==> src/rtl/rrl_pkg.sv <==
package rrl_pkg;

   // Register byte offsets on the bus
   localparam logic [7:0] OFS_BUF_LOW     = 8'h00;
   localparam logic [7:0] OFS_BUF_MID     = 8'h04;
   localparam logic [7:0] OFS_BUF_TOP     = 8'h08;
   localparam logic [7:0] OFS_LEADER_CTL  = 8'h0C;
   localparam logic [7:0] OFS_RX_CTL_TWO  = 8'h10;
   localparam logic [7:0] OFS_RX_STATUS   = 8'h14;

   // Field positions
   localparam int LCMAX_LSB    = 24;
   localparam int LCMIN_LSB    = 16;
   localparam int LLMAX_LSB    = 8;
   localparam int LLMIN_LSB    = 0;
   localparam int LEADER_EN_BIT = 25;
   localparam int RX_EN_BIT     = 0;
   localparam int DATA_TH_LSB   = 8;
   localparam int SEEN_CLR_BIT  = 1;

   // Reset values
   localparam logic [31:0] LEADER_CTL_RST = 32'h0000_0000;
   localparam logic [31:0] RX_CTL_TWO_RST = 32'h0000_0000;
   localparam logic [71:0] BUF_RST        = 72'h00_0000_0000_0000_0000;

   // Timing: limits count in units of four sampling clocks
   localparam int          UNIT_SHIFT = 2;
   localparam int          BUF_BITS   = 72;
   localparam int          CNT_W      = 12;
   // Data-bit threshold default, in sampling clocks
   localparam logic [7:0]  DATA_TH_RST = 8'h10;

   typedef struct packed {
      logic [7:0] lcmax;
      logic [7:0] lcmin;
      logic [7:0] llmax;
      logic [7:0] llmin;
   } rrl_leader_cfg_t;

   typedef struct packed {
      logic       leader_det;
      logic       bit_valid;
      logic       bit_value;
   } rrl_rx_evt_t;

   typedef enum logic [1:0] {
      RRL_LD_LOW_HIGH,
      RRL_LD_HIGH_ONLY,
      RRL_LD_NONE
   } rrl_leader_mode_t;

endpackage

==> src/rtl/rrl_leader_det.sv <==
`timescale 1ns/1ps
module rrl_leader_det (
   input  wire logic                    core_clk,
   input  wire logic                    rst_n,
   input  wire logic                    samp_tick,
   input  wire logic                    rx_in,
   input  wire logic                    rx_en,
   input  wire logic                    leader_en,
   input  wire logic [7:0]              data_th,
   input  wire rrl_pkg::rrl_leader_cfg_t cfg,
   output rrl_pkg::rrl_rx_evt_t         evt
);
   typedef enum logic [1:0] {S_IDLE, S_LOW, S_HIGH} rrl_det_st_t;

   rrl_det_st_t                  st_q;
   logic [rrl_pkg::CNT_W-1:0]    low_q;
   logic [rrl_pkg::CNT_W-1:0]    cyc_q;
   logic                         rx_q;
   logic                         fall;
   rrl_pkg::rrl_leader_mode_t    mode;

   // Limit in sampling clocks: field times four
   function automatic logic [rrl_pkg::CNT_W-1:0] lim(input logic [7:0] f);
      lim = {{(rrl_pkg::CNT_W-10){1'b0}}, f, 2'b00};
   endfunction

   always_comb begin
      if (!leader_en || cfg.lcmax == 8'h00) begin
         mode = rrl_pkg::RRL_LD_NONE;
      end else if (cfg.llmax == 8'h00) begin
         mode = rrl_pkg::RRL_LD_HIGH_ONLY;
      end else begin
         mode = rrl_pkg::RRL_LD_LOW_HIGH;
      end
   end

   assign fall = samp_tick && rx_q && !rx_in;

   always_ff @(posedge core_clk) begin
      if (!rst_n) begin
         rx_q <= 1'b1;
      end else if (samp_tick) begin
         rx_q <= rx_in;
      end
   end

   always_ff @(posedge core_clk) begin
      if (!rst_n || !rx_en) begin
         st_q  <= S_IDLE;
         low_q <= '0;
         cyc_q <= '0;
      end else if (samp_tick) begin
         case (st_q)
            S_IDLE: begin
               if (fall) begin
                  st_q  <= S_LOW;
                  low_q <= 12'h001;
                  cyc_q <= 12'h001;
               end
            end
            S_LOW: begin
               if (rx_in) begin
                  st_q <= S_HIGH;
               end else if (low_q != 12'hFFF) begin
                  low_q <= low_q + 12'h001;
               end
               if (cyc_q != 12'hFFF) begin
                  cyc_q <= cyc_q + 12'h001;
               end
            end
            S_HIGH: begin
               if (fall) begin
                  low_q <= 12'h001;
                  cyc_q <= 12'h001;
                  st_q  <= S_LOW;
               end else if (cyc_q != 12'hFFF) begin
                  cyc_q <= cyc_q + 12'h001;
               end
            end
            default: st_q <= S_IDLE;
         endcase
      end
   end

   // A cycle ends at the next falling edge; classify it then
   always_ff @(posedge core_clk) begin
      if (!rst_n) begin
         evt <= '0;
      end else begin
         evt <= '0;
         if (rx_en && fall && st_q == S_HIGH) begin
            if (mode != rrl_pkg::RRL_LD_NONE
                && cyc_q >= lim(cfg.lcmin)
                && cyc_q <= lim(cfg.lcmax)
                && (mode == rrl_pkg::RRL_LD_HIGH_ONLY
                    || (low_q >= lim(cfg.llmin)
                        && low_q <= lim(cfg.llmax)))) begin
               evt.leader_det <= 1'b1;
            end else begin
               // Every cycle that is not a leader is data, whatever its low length
               evt.bit_valid <= 1'b1;
               evt.bit_value <= (cyc_q > {4'h0, data_th});
            end
         end
      end
   end
endmodule // rrl_leader_det

==> src/rtl/rrl_top.sv <==
`timescale 1ns/1ps
module rrl_top (
   input  wire logic        core_clk,
   input  wire logic        rst_n,
   input  wire logic        rx_in,
   input  wire logic        samp_tick,
   input  wire logic        hsel,
   input  wire logic [31:0] haddr,
   input  wire logic [1:0]  htrans,
   input  wire logic        hwrite,
   input  wire logic [2:0]  hsize,
   input  wire logic [31:0] hwdata,
   input  wire logic        hready,
   output logic      [31:0] hrdata,
   output logic             hreadyout,
   output logic             hresp,
   output logic             leader_seen
);
   rrl_pkg::rrl_leader_cfg_t cfg_q;
   logic [31:0]              ctl2_q;
   logic                     rx_en_q;
   logic [7:0]               data_th_q;
   logic [rrl_pkg::BUF_BITS-1:0] buf_q;
   logic [7:0]               nbits_q;
   logic                     wr_pend_q;
   logic [7:0]               wr_addr_q;
   logic                     rd_go;
   logic                     wr_go;
   rrl_pkg::rrl_rx_evt_t     evt;

   rrl_leader_det u_det (
      .core_clk  (core_clk),
      .rst_n     (rst_n),
      .samp_tick (samp_tick),
      .rx_in     (rx_in),
      .rx_en     (rx_en_q),
      .leader_en (ctl2_q[rrl_pkg::LEADER_EN_BIT]),
      .data_th   (data_th_q),
      .cfg       (cfg_q),
      .evt       (evt)
   );

   assign hreadyout = 1'b1;
   assign hresp     = 1'b0;
   assign rd_go = hsel && hready && htrans[1] && !hwrite;
   assign wr_go = hsel && hready && htrans[1] && hwrite;

   always_ff @(posedge core_clk) begin
      if (!rst_n) begin
         wr_pend_q <= 1'b0;
         wr_addr_q <= 8'h00;
      end else begin
         wr_pend_q <= wr_go;
         wr_addr_q <= haddr[7:0];
      end
   end

   always_ff @(posedge core_clk) begin
      if (!rst_n) begin
         cfg_q     <= rrl_pkg::LEADER_CTL_RST;
         ctl2_q    <= rrl_pkg::RX_CTL_TWO_RST;
         rx_en_q   <= 1'b0;
         data_th_q <= rrl_pkg::DATA_TH_RST;
      end else if (wr_pend_q) begin
         case (wr_addr_q)
            rrl_pkg::OFS_LEADER_CTL: cfg_q <= hwdata;
            rrl_pkg::OFS_RX_CTL_TWO: ctl2_q <= hwdata & 32'h0200_0000;
            rrl_pkg::OFS_RX_STATUS: begin
               rx_en_q   <= hwdata[rrl_pkg::RX_EN_BIT];
               data_th_q <= hwdata[rrl_pkg::DATA_TH_LSB +: 8];
            end
            default: ;
         endcase
      end
   end

   // New bits enter at bit 0 and push older ones up
   always_ff @(posedge core_clk) begin
      if (!rst_n) begin
         buf_q   <= rrl_pkg::BUF_RST;
         nbits_q <= 8'h00;
      end else if (evt.leader_det) begin
         buf_q   <= rrl_pkg::BUF_RST;
         nbits_q <= 8'h00;
      end else if (evt.bit_valid) begin
         buf_q   <= {buf_q[rrl_pkg::BUF_BITS-2:0], evt.bit_value};
         nbits_q <= (nbits_q == 8'hFF) ? nbits_q : nbits_q + 8'h01;
      end
   end

   always_ff @(posedge core_clk) begin
      if (!rst_n) begin
         leader_seen <= 1'b0;
      end else if (evt.leader_det) begin
         leader_seen <= 1'b1;
      end else if (wr_pend_q && wr_addr_q == rrl_pkg::OFS_RX_STATUS) begin
         leader_seen <= hwdata[rrl_pkg::SEEN_CLR_BIT] ? 1'b0 : leader_seen;
      end
   end

   always_ff @(posedge core_clk) begin
      if (!rst_n) begin
         hrdata <= 32'h0000_0000;
      end else if (rd_go) begin
         case (haddr[7:0])
            rrl_pkg::OFS_BUF_LOW: hrdata <= buf_q[31:0];
            rrl_pkg::OFS_BUF_MID: hrdata <= buf_q[63:32];
            rrl_pkg::OFS_BUF_TOP: hrdata <= {24'h000000, buf_q[71:64]};
            rrl_pkg::OFS_LEADER_CTL: hrdata <= cfg_q;
            rrl_pkg::OFS_RX_CTL_TWO: hrdata <= ctl2_q;
            rrl_pkg::OFS_RX_STATUS:
               hrdata <= {8'h00, nbits_q, data_th_q, 6'h00, leader_seen, rx_en_q};
            default: hrdata <= 32'h0000_0000;
         endcase
      end
   end
endmodule // rrl_top

==> config.mk <==
export PLATFORM = sky130hd
export DESIGN_NAME = rrl_top
export DESIGN_NICKNAME = d
export VERILOG_FILES = /design/src/rtl/rrl_pkg.sv /design/src/rtl/rrl_leader_det.sv /design/src/rtl/rrl_top.sv
export SDC_FILE = /design/constraint.sdc
export NUM_CORES = 1
export LEC_CHECK = 0
export ABC_AREA = 1
export BUFFER_PORTS_ARGS = -buffer_cell sky130_fd_sc_hd__buf_2
export CORE_ASPECT_RATIO = 1.75
export CORE_MARGIN = 2
export CORE_UTILIZATION = 39
export DETAILED_ROUTE_END_ITERATION = 12
export GPL_ROUTABILITY_DRIVEN = 0
export MAX_ROUTING_LAYER = met4
export PLACE_DENSITY = 0.63
export SLEW_MARGIN = 20
export SYNTH_ARGS = -nofsm -noshare
export SYNTH_HDL_FRONTEND = slang
export SYNTH_HIERARCHICAL = 1
export SYNTH_SLANG_ARGS = --single-unit
==> constraint.sdc <==
create_clock -name core_clk -period 2.5 [get_ports core_clk]
set_input_delay 0.375 -clock core_clk [delete_from_list [all_inputs] [get_ports core_clk]]
set_output_delay 0.375 -clock core_clk [all_outputs]
set_load 0.05 [all_outputs]
==> results.yml <==
cells_and_area:
  count_of_inserted_antenna_diode_cells: 0
  final_nets: 1551
  combined_area_of_the_multi_input_logic_cells_mm2: 0.00501
  layout-drive-gt1-share_pct: 13.0
  postLayoutCellArea_mm2: 0.0109
  area_delta_synth_final_pct: 11.7
  fillCellCount: 2537
  seq_area_mm2: 0.00388
  finalCoreUtilization_pct: 44.4
synthesis:
  largest_family_of_logic_cells_by_synthesized_area: "simple AND/OR/NAND/NOR gates"
  synth_edf_count: 0
  mappedNetlistNets: 1502
  synth_area_mm2: 0.00979
  synth.area.mux_share_pct: 0
  synth_warnings: 6
  synthXorXnorAreaFrac_pct: 0.894
  post_synth_fa_ha_maj_area_fraction_pct: 6.26
  post_synth_and_or_nand_nor_area_fraction_pct: 30.6
  ys_ff_latch: 194
  predominant_post_synthesis_flop_cell: "dfxtp_1"
  synth.distinct_cells: 42
  post_synth_inst_count: 1377
  synth-async-reset-ratio_pct: 0
  synth.avg_cell_area_um2: 7.11
  synth.yosys.seq_area_share_pct: 39.7
  synth-compound-area-share_pct: 13.3
worst_setup_path:
  critical-path-slowest-cell: "nor2_2"
  cp_cell_instances: "inv_1, ha_1, inv_1, nand2_1, a21oi_4, nand2_1, nor2_2, nand3_1, a21oi_1"
  slowest_delay_ns: 0.42
  required_worst_endpoint_ns: 2.88
  timing.setup.critical_path_class: "flop to flop"
  worstPathArrival_ns: 2.35
  endpoint_kind: "flop"
  setup.worst_path.start_class: "flop"
  worstPathMaxFanout: 12
clocking:
  clkSinkCount: 194
  clk_latency_ns: 0.45
  clock_tree_from_tritoncts: "built"
  worst_setup_hold_path_clk_slew_ns: 0.07
  clock_tree.buffer_depth: 2
  htreeDepth: 4
  number_of_instances_resized_during_post_cts_repair: 0
  tritoncts.num_buffers: 17
  count_of_hold_buffers_inserted_by_post_cts_repair: 0
  ctsRootBufferMaster: "clkbuf_16"
  cts_setup_buffers: 0
sta:
  period_minus_slack_ns: 1.97
  final-hold-violation-count: 0
  clock-skew-final_ns: 0.00568
  timing_worst_slew_pin_value_ns: 0.931
  maxSlewHeadroom_pct: 37.8
  worst_slack_ns: 0.530
  grt_setup_unrepaired: "false"
  timing.fmax_mhz: 508
  timing.final.setup_violations: 0
  fin_crit_sh_pct: 78.8
  finalMaxSlewViolations: 0
  tns_ns: 0
drt:
  drt-initial-drc-count: 557
  wl_per_cell_um: 14.8
  number_of_detailed_routing_iterations_run_before_antenna_repair: 4
  ant_nets: 0
  detail_route.vias_per_cell: 5.15
  number_of_drc_violations_after_detailed_routing: 0
  drt-total-wl_um: 26000
  routed-via-count: 9014
power:
  switching_share_pct: 22.5
  power_density_mw_per_mm2: 565
  power.static_leakage_nw: 4.32
  power_frac_clock_pct: 46.2
  vdd_ir_drop_max_v: 0.000459
  power_frac_comb_pct: 3.6
  part_of_the_power_in_registers_pct: 50.2
  power.internal_w: 0.00479
  switching_power_w: 0.00139
grt:
  track_usage_pct: 21.2
  grt_pass1_wl_um: 42400
  grt_pass1_vias: 8770
  initial_antenna_violation_count: 0
  pin_count_of_the_biggest_net_entering_global_routing: 73
  grt_remaining_overflow: 0
run:
  max_cap_viol_count: 0
place:
  io_buffers: 80
  place_area_mm2: 0.0103
  hpwl_after_detailed_placement_um: 19000
  place_ws_ns: 0.530
hold_path:
  holdCritPathClass: "primary input to flop"
floorplan:
  initial_utilization_pct: 39.8
  dieArea_mm2: 0.0264
  die_x_um: 124
  die_span_in_y_um: 214
  placeableCoreArea_mm2: 0.0246
  fp-row-count: 76
  ios: 111
run_status:
  status: "complete, no violations"
flip-flops by register name, indices dropped and copies added (netlist names), 2 cells and up:
register and flops:
hrdata 32, u_det/evt 3, buf_q 72, nbits_q 8
wr_addr_q 8, u_det/cyc_q 12, data_th_q 8, cfg_q 32
u_det/st_q 2, u_det/low_q 12
cells by family after synthesis:
kind of cell / count (synthesis)
AOI/OAI and AO/OA: 233
xor gates and xnor gates: 10
adders and majority gates: 49
buffers and inverters: 196
DFF: 194
other: 2
and+or+nand+nor: 693
worst max-delay path, delay by kind of cell, from the launching register on:
kind | cells | cell delay [ns]
flip-flops | 1 | 0.38
buffers and inverters | 2 | 0.14
AO/OA/AOI/OAI | 2 | 0.42
adder cells (fa/ha/maj) | 1 | 0.22
AND/OR/NAND/NOR | 4 | 0.72
cells in the final DEF, fill, tap and decap left out, types with 3 or more instances in the layout:
master,Yosys,final
o211ai_1,4,4
a21oi_1,119,119
o21bai_1,5,5
nand4_1,34,34
inv_2,12,11
a21oi_2,21,21
inv_1,114,114
nor2_4,4,4
nor2_1,146,145
ha_1,49,49
buf_4,9,17
buf_2,12,80
clkinv_2,0,6
nor2_2,7,8
nand3_1,128,128
bufinv_16,0,3
clkbuf_16,0,17
nor3b_1,4,4
xor2_1,6,6
nand2_1,344,344
nor3_1,11,11
a211oi_1,4,4
o21ai_0,75,75
dfxtp_1,194,193
xnor2_1,4,4
per-stage QoR:
stage | hold slack [ns] | total power (W) | std cells
3_5_place_dp | 0.456 | 0.00339 | 1719
4_1_cts | 0.122 | 0.00625 | 1751
6_report | 0.145 | 0.00617 | 1751
5_1_grt | 0.155 | 0.00638 | 1751
2_1_floorplan | 0.430 | 0.00332 | 1377
3_3_place_gp | 0.452 | 0.00339 | 1719
power groups by stage:
| stage | Combinational, W | Clock, W | Sequential, W |
|---|---|---|---|
| after floorplan | 0.000146 | 0 | 0.00317 |
| after detailed placement | 0.000220 | 0 | 0.00317 |
| final | 0.000220 | 0.00285 | 0.00310 |
| after global placement | 0.000218 | 0 | 0.00317 |
| after global routing | 0.000242 | 0.00304 | 0.00310 |
| after CTS | 0.000221 | 0.00293 | 0.00310 |
per-layer routing:
layer / global-route usage (%) / wire (um)
met2: 36.8 / 13700
met4: 9.17 / 826
met3: 3.64 / 908
met1: 23.5 / 10600
met5: - / 0
synthesized netlist by cell type (9+ instances only):
cell      count  area share [%]
buf_4         9            0.69
o21ai_0      75             3.8
nand2_1     344              13
nor3_1       11            0.56
dfxtp_1     194              40
ha_1         49             6.3
inv_2        12            0.46
nor2_1      146             5.6
inv_1       114             4.4
a21oi_1     119             6.1
nand4_1      34             2.2
nand3_1     128             6.5
clkbuf_1     29             1.1
a21oi_2      21             1.9
buf_6        16             1.8
buf_2        12            0.61
final cells by class:
type | instances | area share (%)
clock buffers | 19 | 4.14
clock inverters | 13 | 1.44
inverters | 127 | 4.37
multi-input cells | 987 | 45.8
flip-flops and latches | 194 | 35.5
well taps | 312 | 3.57
repair buffers | 99 | 5.19
final timing paths:
check / startpoint / to / slack (ns) / cells past startpoint
hold / removal: haddr[1] / wr_addr_q[1] / 0.14 / 3
setup reg to reg: u_det/st_q[0] / u_det/low_q[1] / 0.53 / 9
setup / recovery: u_det/st_q[0] / u_det/low_q[1] / 0.53 / 9
hold reg to reg: hrdata[28] / hrdata[28] / 0.46 / 2
Power figures use the tool's default switching activity.
